[config.mk]
export PLATFORM = sky130hd
export DESIGN_NAME = seg_top
export DESIGN_NICKNAME = d
export VERILOG_FILES = /design/src/core/seg_pkg.sv /design/src/core/seg_top.sv /design/src/core/seg_group.sv
export SDC_FILE = /design/constraint.sdc
export NUM_CORES = 1
export LEC_CHECK = 0
export BUFFER_PORTS_ARGS = -buffer_cell sky130_fd_sc_hd__buf_2
export CORE_UTILIZATION = 46
export CTS_CLUSTER_DIAMETER = 50
export DETAILED_ROUTE_END_ITERATION = 6
export GPL_TIMING_DRIVEN = 0
export HOLD_SLACK_MARGIN = 0.15
export PLACE_DENSITY = 0.72
export SLEW_MARGIN = 20
export SYNTH_ARGS = -nofsm -noshare
export SYNTH_HDL_FRONTEND = slang
export SYNTH_HIERARCHICAL = 1
export SYNTH_SLANG_ARGS = --single-unit
[constraint.sdc]
create_clock -name ref_clk -period 2 [get_ports ref_clk]
set_input_delay 0.1 -clock ref_clk [delete_from_list [all_inputs] [get_ports ref_clk]]
set_output_delay 0.1 -clock ref_clk [all_outputs]
set_load 0.01 [all_outputs]
[src/core/seg_pkg.sv]
package seg_pkg;

    // ------------------------------------------------------------
    // Widths
    // ------------------------------------------------------------
    localparam int SEG_DW = 16;
    localparam int SEG_AW = 5;

    // ------------------------------------------------------------
    // Register offsets (word index on the plain port)
    // ------------------------------------------------------------
    localparam logic [4:0] OFS_OPER_COND = 5'h00;
    localparam logic [4:0] OFS_OPER_EVT  = 5'h01;
    localparam logic [4:0] OFS_OPER_EN   = 5'h02;
    localparam logic [4:0] OFS_OPER_RISE = 5'h03;
    localparam logic [4:0] OFS_OPER_FALL = 5'h04;
    localparam logic [4:0] OFS_QUES_COND = 5'h05;
    localparam logic [4:0] OFS_QUES_EVT  = 5'h06;
    localparam logic [4:0] OFS_QUES_EN   = 5'h07;
    localparam logic [4:0] OFS_QUES_RISE = 5'h08;
    localparam logic [4:0] OFS_QUES_FALL = 5'h09;
    localparam logic [4:0] OFS_STB       = 5'h0A;
    localparam logic [4:0] OFS_IRQ_STAT  = 5'h0B;
    localparam logic [4:0] OFS_IRQ_MASK  = 5'h0C;

    // ------------------------------------------------------------
    // Field positions and reset values
    // ------------------------------------------------------------
    localparam int POS_SWEEPING  = 3;
    localparam int POS_STB_QUES  = 3;
    localparam int POS_STB_OPER  = 7;
    localparam int IRQ_OPER      = 0;
    localparam int IRQ_QUES      = 1;
    localparam int IRQ_W         = 2;
    localparam logic [15:0] RST_REG = 16'h0000;
    localparam logic [1:0]  RST_IRQ = 2'h0;

    // ------------------------------------------------------------
    // Bus request carrier
    // ------------------------------------------------------------
    typedef struct packed {
        logic [SEG_AW-1:0] addr;
        logic [SEG_DW-1:0] wdata;
        logic              wr;
        logic              rd;
    } seg_req_t;

endpackage : seg_pkg

[src/core/seg_top.sv]
// How it works
// - Questionable falling edge sets event if filtered
// - Sweep in progress is condition bit three
// - Operation summary drives status byte bit seven
// - Events stay latched until host reads
// - Event read returns value then clears
// - No filter enabled means no event
// - Operation falling edge sets event if filtered
// - Operation rising edge sets event if filtered
// - Questionable summary drives status byte bit three
// - Condition registers track live, reads harmless
//
// The strobed register port and the placing of the registers were left to the implementer.
module seg_top
    import seg_pkg::*;
#(
    parameter int W = SEG_DW
) (
    input  wire logic              ref_clk,
    input  wire logic              rst,
    input  wire logic [W-1:0]      oper_state,
    input  wire logic [W-1:0]      ques_state,
    input  wire logic              sweeping,
    input  wire logic [SEG_AW-1:0] addr,
    input  wire logic [SEG_DW-1:0] wdata,
    input  wire logic              wr,
    input  wire logic              rd,
    output logic      [SEG_DW-1:0] rdata,
    output logic      [7:0]        status_byte,
    output logic                   irq
);
    // ------------------------------------------------------------
    // Input synchronisers
    // ------------------------------------------------------------
    // Live states come from other logic domains, so two stages each
    logic [W-1:0] oper_s1_ff;
    logic [W-1:0] oper_s2_ff;
    logic [W-1:0] ques_s1_ff;
    logic [W-1:0] ques_s2_ff;
    logic         swp_s1_ff;
    logic         swp_s2_ff;

    always_ff @(posedge ref_clk) begin
        if (rst) begin
            oper_s1_ff <= W'(RST_REG);
            oper_s2_ff <= W'(RST_REG);
            ques_s1_ff <= W'(RST_REG);
            ques_s2_ff <= W'(RST_REG);
            swp_s1_ff  <= 1'b0;
            swp_s2_ff  <= 1'b0;
        end else begin
            oper_s1_ff <= oper_state;
            oper_s2_ff <= oper_s1_ff;
            ques_s1_ff <= ques_state;
            ques_s2_ff <= ques_s1_ff;
            swp_s1_ff  <= sweeping;
            swp_s2_ff  <= swp_s1_ff;
        end
    end

    // ------------------------------------------------------------
    // Condition registers
    // ------------------------------------------------------------
    logic [W-1:0] oper_cond;
    logic [W-1:0] ques_cond;
    logic [W-1:0] swp_mask;

    assign swp_mask  = W'(1) << POS_SWEEPING;
    // Sweep flag forced into its weighted slot
    assign oper_cond = swp_s2_ff ? (oper_s2_ff | swp_mask)
                                 : (oper_s2_ff & ~swp_mask);
    assign ques_cond = ques_s2_ff;

    // ------------------------------------------------------------
    // Request decode
    // ------------------------------------------------------------
    seg_req_t req;
    assign req = '{addr: addr, wdata: wdata, wr: wr, rd: rd};

    logic wr_oper_en;
    logic wr_oper_rise;
    logic wr_oper_fall;
    logic wr_ques_en;
    logic wr_ques_rise;
    logic wr_ques_fall;
    logic wr_irq_stat;
    logic wr_irq_mask;
    logic rd_oper_evt;
    logic rd_ques_evt;

    assign wr_oper_en   = req.wr && (req.addr == OFS_OPER_EN);
    assign wr_oper_rise = req.wr && (req.addr == OFS_OPER_RISE);
    assign wr_oper_fall = req.wr && (req.addr == OFS_OPER_FALL);
    assign wr_ques_en   = req.wr && (req.addr == OFS_QUES_EN);
    assign wr_ques_rise = req.wr && (req.addr == OFS_QUES_RISE);
    assign wr_ques_fall = req.wr && (req.addr == OFS_QUES_FALL);
    assign wr_irq_stat  = req.wr && (req.addr == OFS_IRQ_STAT);
    assign wr_irq_mask  = req.wr && (req.addr == OFS_IRQ_MASK);
    assign rd_oper_evt  = req.rd && (req.addr == OFS_OPER_EVT);
    assign rd_ques_evt  = req.rd && (req.addr == OFS_QUES_EVT);

    // ------------------------------------------------------------
    // Mask and filter registers
    // ------------------------------------------------------------
    logic [W-1:0] oper_en_ff;
    logic [W-1:0] oper_rise_ff;
    logic [W-1:0] oper_fall_ff;
    logic [W-1:0] ques_en_ff;
    logic [W-1:0] ques_rise_ff;
    logic [W-1:0] ques_fall_ff;

    // Weighted-sum value stored verbatim and read back
    always_ff @(posedge ref_clk) begin
        if (rst) begin
            oper_en_ff   <= W'(RST_REG);
            oper_rise_ff <= W'(RST_REG);
            oper_fall_ff <= W'(RST_REG);
            ques_en_ff   <= W'(RST_REG);
            ques_rise_ff <= W'(RST_REG);
            ques_fall_ff <= W'(RST_REG);
        end else begin
            if (wr_oper_en)   oper_en_ff   <= req.wdata[W-1:0];
            if (wr_oper_rise) oper_rise_ff <= req.wdata[W-1:0];
            if (wr_oper_fall) oper_fall_ff <= req.wdata[W-1:0];
            if (wr_ques_en)   ques_en_ff   <= req.wdata[W-1:0];
            if (wr_ques_rise) ques_rise_ff <= req.wdata[W-1:0];
            if (wr_ques_fall) ques_fall_ff <= req.wdata[W-1:0];
        end
    end

    // ------------------------------------------------------------
    // Event groups
    // ------------------------------------------------------------
    logic [W-1:0] oper_evt;
    logic [W-1:0] ques_evt;
    logic         oper_sum;
    logic         ques_sum;
    logic         oper_new;
    logic         ques_new;

    seg_group #(.W(W)) u_oper (
        .ref_clk          (ref_clk),
        .rst              (rst),
        .cond             (oper_cond),
        .rise_edge_filter (oper_rise_ff),
        .fall_edge_filter (oper_fall_ff),
        .enable           (oper_en_ff),
        .evt_read         (rd_oper_evt),
        .event_reg        (oper_evt),
        .summary          (oper_sum),
        .new_event        (oper_new)
    );

    seg_group #(.W(W)) u_ques (
        .ref_clk          (ref_clk),
        .rst              (rst),
        .cond             (ques_cond),
        .rise_edge_filter (ques_rise_ff),
        .fall_edge_filter (ques_fall_ff),
        .enable           (ques_en_ff),
        .evt_read         (rd_ques_evt),
        .event_reg        (ques_evt),
        .summary          (ques_sum),
        .new_event        (ques_new)
    );

    // ------------------------------------------------------------
    // Status byte
    // ------------------------------------------------------------
    logic [7:0] stb;
    always_comb begin
        stb               = 8'h00;
        stb[POS_STB_OPER] = oper_sum;
        stb[POS_STB_QUES] = ques_sum;
    end
    assign status_byte = stb;

    // ------------------------------------------------------------
    // Interrupt status and mask
    // ------------------------------------------------------------
    logic [IRQ_W-1:0] irq_stat_ff;
    logic [IRQ_W-1:0] irq_mask_ff;
    logic [IRQ_W-1:0] irq_set;
    logic [IRQ_W-1:0] nxt_irq_stat;

    assign irq_set[IRQ_OPER] = oper_new;
    assign irq_set[IRQ_QUES] = ques_new;
    // Set beats a simultaneous write-one clear
    assign nxt_irq_stat = (irq_stat_ff
                          & ~(wr_irq_stat ? req.wdata[IRQ_W-1:0]
                                          : {IRQ_W{1'b0}}))
                          | irq_set;

    always_ff @(posedge ref_clk) begin
        if (rst) begin
            irq_stat_ff <= RST_IRQ;
            irq_mask_ff <= RST_IRQ;
        end else begin
            irq_stat_ff <= nxt_irq_stat;
            if (wr_irq_mask) irq_mask_ff <= req.wdata[IRQ_W-1:0];
        end
    end

    assign irq = |(irq_stat_ff & irq_mask_ff);

    // ------------------------------------------------------------
    // Read data
    // ------------------------------------------------------------
    // Unmapped offsets read zero; condition reads have no side effect
    logic [SEG_DW-1:0] rd_mux;
    logic [SEG_DW-1:0] rdata_ff;

    always_comb begin
        rd_mux = {SEG_DW{1'b0}};
        unique case (req.addr)
            OFS_OPER_COND: rd_mux = SEG_DW'(oper_cond);
            OFS_OPER_EVT:  rd_mux = SEG_DW'(oper_evt);
            OFS_OPER_EN:   rd_mux = SEG_DW'(oper_en_ff);
            OFS_OPER_RISE: rd_mux = SEG_DW'(oper_rise_ff);
            OFS_OPER_FALL: rd_mux = SEG_DW'(oper_fall_ff);
            OFS_QUES_COND: rd_mux = SEG_DW'(ques_cond);
            OFS_QUES_EVT:  rd_mux = SEG_DW'(ques_evt);
            OFS_QUES_EN:   rd_mux = SEG_DW'(ques_en_ff);
            OFS_QUES_RISE: rd_mux = SEG_DW'(ques_rise_ff);
            OFS_QUES_FALL: rd_mux = SEG_DW'(ques_fall_ff);
            OFS_STB:       rd_mux = SEG_DW'(stb);
            OFS_IRQ_STAT:  rd_mux = SEG_DW'(irq_stat_ff);
            OFS_IRQ_MASK:  rd_mux = SEG_DW'(irq_mask_ff);
            default:       rd_mux = {SEG_DW{1'b0}};
        endcase
    end

    // Data valid only in the cycle after the strobe
    always_ff @(posedge ref_clk) begin
        if (rst) begin
            rdata_ff <= RST_REG;
        end else begin
            rdata_ff <= req.rd ? rd_mux : RST_REG;
        end
    end

    assign rdata = rdata_ff;

endmodule : seg_top

[src/core/seg_group.sv]
module seg_group
    import seg_pkg::*;
#(
    parameter int W = SEG_DW
) (
    input  wire logic         ref_clk,
    input  wire logic         rst,
    input  wire logic [W-1:0] cond,
    input  wire logic [W-1:0] rise_edge_filter,
    input  wire logic [W-1:0] fall_edge_filter,
    input  wire logic [W-1:0] enable,
    input  wire logic         evt_read,
    output logic      [W-1:0] event_reg,
    output logic              summary,
    output logic              new_event
);
    // ------------------------------------------------------------
    // Edge detection and latching
    // ------------------------------------------------------------
    logic [W-1:0] prev_ff;
    logic [W-1:0] evt_ff;
    logic [W-1:0] rose;
    logic [W-1:0] fell;
    logic [W-1:0] hit;
    logic [W-1:0] nxt_evt;

    assign rose = cond & ~prev_ff;
    assign fell = ~cond & prev_ff;
    // Only filtered edges reach the latch
    assign hit  = (rose & rise_edge_filter) | (fell & fall_edge_filter);
    // Read clears, but an edge in the read cycle survives
    assign nxt_evt = (evt_read ? {W{1'b0}} : evt_ff) | hit;

    always_ff @(posedge ref_clk) begin
        if (rst) begin
            prev_ff <= W'(RST_REG);
            evt_ff  <= W'(RST_REG);
        end else begin
            prev_ff <= cond;
            evt_ff  <= nxt_evt;
        end
    end

    assign event_reg = evt_ff;
    assign summary   = |(evt_ff & enable);
    assign new_event = |hit;

endmodule : seg_group

==> metrics.csv, run 1 <==
metric;value;unit
CTS Buf Count;29;
WHS Path Cells;5;
Wirelength per Cell;20.04;um
Die ar.;21320;um2
Hold Fails Final Rpt;0;
synthesized area per cell;8.672;um2
vias in the first global route;8002;
worst slack at placement;-275.3;ps
crit-path leading delay family;compound AO/OA/AOI/OAI gates;
Pleak;4.272;nW
DP Area;10250;um2
synth cell count leaders;nand2_1, dfxtp_1, a21oi_1;
Synth Cell Area;9539;um2
setup ws final;47.89;ps
routed vias;8793;
DR iter-0 viols;907;
# setup viols final;0;
Detailed Routing Iterations Pass 1;6;
number of flops mapped to enable cells by yosys;0;
Tot GR Track Use;28.74;%
cell taking the most area after synthesis;dfxtp_1;
TritonCTS clock tree;done;
largest net degree at the start of global routing;16;
Post-Layout Cell Count;1549;
CP Depth;4;
top post-synthesis cells by area;dfxtp_1, nand2_1, a21oi_1;
relative slew slack;32.39;%
clock group share of total power;48.8;%
max-capacitance violation count;0;
clock sink total;244;
Slew Limit Fails;0;
# port buffers;71;
# fillers;1863;
maximum fanout along the worst path;3;
final WL;31040;um
CP Class;reg2out;
warnings from Yosys;6;
Main synth FF type;dfxtp_1;
fmax;0.5123;GHz
fin area;11770;um2
chip height;146.0;um
HP Class;in2reg;
worst-case clock buffer depth;3;
placed cells;1446;
WP data required;1900;ps
Comb power frac;5.2;%
number of synthesized register bits;244;
sequential share of the synthesized area;51.21;%
via/cell ratio;5.677;
unique cell type count in the Yosys netlist;51;
top-count cell post-synth;nand2_1;
worst slew pin tran;1006;ps
core region area;20300;um2
Tmin final;1952;ps
routability cong.;0.9737;
slowest cell delay on critical path;330;ps
design internal power;8.318;mW
post-route antenna net violation count;0;
Max Clock Skew;7.811;ps
maximum VDD drop;0.6991;mV
Power Dens Cells;926.3;nW/um2
crit start category;register;
Flop pwr share;46.1;%
outcome;finished clean;
RSZ-0062 raised after global routing;no;
first-pass GRT wire length;46530;um
share of the synthesized area in the top cell type;51.21;%
Area Overhead vs Synth;23.35;%
Total Power;10.90;mW
clock slew at reported path FFs;60;ps
IO Count;83;
Rows;52;
initial antenna violation count;0;
worst r2r path cells;6;
n_diodes;0;
CP max stage cell;dfxtp_2;
GRT overflow;0;
Buf+Inv Stages, Crit Path;1;
H-Tree Depth;1;
nets;1314;
Tcrit/Tclk final;97.61;%
ratio of cells with drive above 1 in the final layout;14.70;%
Net Sw Frac;23.68;%
cells after synthesis;1100;
Detail Placement HPWL;22920;um
Arr. time, crit path;1850;ps
DRC;0;
setup_tns;0;ps
CP Cell Sequence;a22o_1, a221oi_2, nand4_1, buf_2;
sw power;2.580;mW
CP endpoint kind;primary output;
Starting Density;46.99;%
CTS root buffer;clkbuf_16;
FFs w/ async S/R, synth;0;%
Clk Latency, worst-skew pair;550;ps
Die Wd;146.0;um
final timing paths:
check / start / end / slack [ps]
max: ques_en_ff[5] / status_byte[3] / 50
min: wr / oper_fall_ff[15] / 170
max reg2reg: u_oper/event_reg[1] / rdata[7] / 220
min reg2reg: oper_s1_ff[15] / oper_s2_ff[15] / 430
cells in the final DEF, fill, tap and decap left out, types with 6 or more instances in the layout:
cell | synthesis | final
o21ai_1 | 28 | 28
buf_2 | 21 | 92
clkbuf_1 | 32 | 35
o22ai_1 | 10 | 10
a22oi_1 | 18 | 18
a31oi_1 | 11 | 11
and2_1 | 7 | 7
nand3b_1 | 32 | 32
nor2_1 | 55 | 55
conb_1 | 1 | 6
clkbuf_16 | 0 | 29
a221oi_1 | 20 | 16
dlygate4sd3_1 | 0 | 50
a22o_1 | 15 | 15
mux2i_1 | 29 | 29
nand2_1 | 246 | 246
nor2b_1 | 95 | 95
a21oi_1 | 147 | 147
mux2_2 | 6 | 6
dfxtp_1 | 244 | 242
buf_4 | 13 | 12
nor4_1 | 10 | 10
stage by stage:
step,util (%),hold slack [ps]
floorplan,-,171.6
global placement,50.50,305.5
detailed placement,50.50,313.2
CTS,58.00,155.3
global route,57.96,174.1
finish,57.96,173.0
layer usage:
| metal | routed length (um) | part of all wire (%) | track usage [%] |
|---|---|---|---|
| met5 | 0 | 0 | 0 |
| met3 | 2968 | 9.6 | 4.639 |
| met4 | 1043 | 3.4 | 9.740 |
| met1 | 12910 | 42 | 39.28 |
| met2 | 14120 | 45 | 46.20 |
worst min-delay path, delay by kind of cell:
| kind | cells | cell delay, ps |
|---|---|---|
| AOI/OAI and AO/OA | 1 | 50 |
| buffers and inverters | 2 | 310 |
| and+or+nand+nor | 2 | 220 |
power by group through the flow:
stage | Combinational, mW | Clock [mW] | Sequential (mW)
detailed placement | 0.475 | 0 | 5.13
floorplan | 0.274 | 0 | 5.10
finish | 0.562 | 5.31 | 5.02
CTS | 0.550 | 5.36 | 5.02
global placement | 0.471 | 0 | 5.13
global route | 0.599 | 5.59 | 5.03
repair_timing:
action	in CTS	in global routing
resized for setup	5	4
hold buffers	50	0
hold endpoints to repair	160	0
setup buffers	1	0
endpoints found under the setup margin	2	3
pin swaps	2	2
area by class of cell:
type	instances	area, um2	area share (%)
Tap cell	270	337.8	2.871
Multi-Input combinational cell	785	4319	36.71
Sequential cell	244	4887	41.54
Clock buffer	37	795.8	6.763
Inverter	2	7.507	0.06380
Clock inverter	17	197.7	1.680
Timing Repair Buffer	122	863.3	7.337
Buffer	72	357.8	3.041
cells by family (layout without fill, tap and decap cells):
logic type	Yosys count	after routing	share of synthesized area (%)
other	1	6	0.03931
AND/OR/NAND/NOR	478	478	24.38
buffers and inverters	76	250	3.974
flip-flops	244	244	51.21
multiplexers	35	35	3.751
AO/OA/AOI/OAI	266	266	16.65
No activity file was read; power rests on OpenSTA's default activity.
==> run 2, diff against run 1 <==
--- a/config.mk
+++ b/config.mk
@@ -13,4 +13,5 @@
 export HOLD_SLACK_MARGIN = 0.15
 export PLACE_DENSITY = 0.72
+export REMOVE_ABC_BUFFERS = 1
 export SLEW_MARGIN = 20
 export SYNTH_ARGS = -nofsm -noshare
==> constraint.sdc (replaced) <==
create_clock -name ref_clk -period 2 [get_ports ref_clk]
set_input_delay 0.2 -clock ref_clk [delete_from_list [all_inputs] [get_ports ref_clk]]
set_output_delay 0.2 -clock ref_clk [all_outputs]
set_load 0.01 [all_outputs]
==> run 2 against run 1 <==
Compared with the run above: the run now ends with design-rule violations, negative setup slack left; first-iteration DRC count grew 8.3%; core utilization fell by 0.15 points; clock skew is 2.0 ps lower; sequential power about the same; global-route usage down 2.0 points; critical path type unchanged; highest routed layer unchanged.
==> metrics.csv, run 2 (synthesis results as in run 1) <==
metric;value;unit
maximum VDD drop;0.6103;mV
# port buffers;75;
Buf+Inv Stages, Crit Path;1;
WP data required;1800;ps
final WL;29070;um
HP Class;in2reg;
Rows;52;
initial antenna violation count;0;
maximum fanout along the worst path;2;
CTS Buf Count;28;
# setup viols final;3;
relative slew slack;26.57;%
crit-path leading delay family;compound AO/OA/AOI/OAI gates;
CP Class;reg2out;
Detailed Routing Iterations Pass 1;7;
slowest cell delay on critical path;320;ps
n_diodes;0;
clock sink total;244;
Starting Density;46.99;%
largest net degree at the start of global routing;131;
post-route antenna net violation count;0;
GRT overflow;0;
TritonCTS clock tree;done;
first-pass GRT wire length;44170;um
setup ws final;-92.74;ps
IO Count;83;
CP max stage cell;dfxtp_2;
routed vias;8752;
fmax;0.4778;GHz
final core utilization;57.81;%
RSZ-0062 raised after global routing;yes;
clock slew at reported path FFs;60;ps
ratio of cells with drive above 1 in the final layout;14.99;%
placed cells;1379;
CTS root buffer;clkbuf_16;
Die ar.;21320;um2
worst-case clock buffer depth;3;
Tcrit/Tclk final;104.6;%
Power Dens Cells;914.9;nW/um2
CP Cell Sequence;a22o_1, a221oi_2, nand4_1, buf_2;
H-Tree Depth;1;
commonest non-fill, non-tap cell in the layout;nand2_1;
Tot GR Track Use;26.69;%
failing checks;design-rule violations, negative setup slack;
Die Wd;146.0;um
via/cell ratio;5.819;
worst slew pin tran;1098;ps
most frequent cells in the layout;nand2_1, dfxtp_1, a21oi_1;
chip height;146.0;um
Pleak;4.241;nW
vias in the first global route;8120;
CP endpoint kind;primary output;
Area Overhead vs Synth;23.02;%
core region area;20300;um2
Tmin final;2093;ps
Post-Layout Cell Count;1504;
Slew Limit Fails;0;
outcome;finished with violations;
worst slack at placement;-1261;ps
DRC;2;
Max Clock Skew;5.797;ps
Detail Placement HPWL;17120;um
Wirelength per Cell;19.33;um
Hold Fails Final Rpt;0;
routability cong.;0.9203;
nets;1270;
Clk Latency, worst-skew pair;540;ps
max-capacitance violation count;0;
Arr. time, crit path;1890;ps
crit start category;register;
DR iter-0 viols;982;
==> run 2: worst register-to-register path, stage by stage, from the launching register on <==
cell	delay [ps]
dfxtp_2	320
a22o_1	230
a221oi_2	290
nand4_1	290
buf_4	220
buf_4	120
a22oi_1	150
a31oi_1	100
==> run 2: layer usage <==
metal | vias up | GRT usage [%] | wire [um]
met2 | 537 | 41.75 | 12850
met1 | 4102 | 34.76 | 11650
met3 | 111 | 6.238 | 3151
met4 | 0 | 12.86 | 1420
li1 | 4002 | - | -
met5 | - | 0 | 0
==> run 2: report_power, final <==
group          switching (mW)  internal [mW]  total [mW]
Clock                    2.02           3.16        5.17
Sequential             0.0562           4.96        5.01
Combinational           0.314          0.235       0.549
==> run 2: worst paths after layout <==
kind	start	end	slack [ps]	depth (start not counted)
max	ques_en_ff[5]	status_byte[3]	-90	4
min	wr	irq_stat_ff[0]	180	4
max reg2reg	ques_en_ff[5]	rdata[3]	130	7
min reg2reg	oper_s1_ff[13]	oper_s2_ff[13]	430	1
==> run 2: final cells by class <==
cell class                 instances  area (um2)
clock buffer                      41       799.5
clock inverter                    11       145.1
fill                            1851        8564
inverter                           2       7.507
multi-input combinational        785        4390
sequential                       244        4893
tap                              270       337.8
timing repair buffer             151        1161
==> run 2: what timing repair did <==
item | 4_1_cts | 5_1_grt
gates resized for setup | 25 | 10
setup buffers | 9 | 3
endpoints found under the hold margin | 156 | 0
cloned | 0 | 0
endpoints found under the setup margin | 143 | 29
hold buffers | 61 | 0
pin swaps | 6 | 3
==> run 2: metrics by stage <==
step           setup TNS (ps)  hold WS [ps]  power [mW]  cell area, um2
2_1_floorplan               0         265.8       5.259            9186
3_3_place_gp          -395260         407.2       5.527            9899
3_5_place_dp          -131450         411.6       5.542            9970
4_1_cts                -7.581         154.7       10.76           11690
5_1_grt                -133.1         202.2       11.07           11740
6_report               -141.3         180.6       10.74           11740
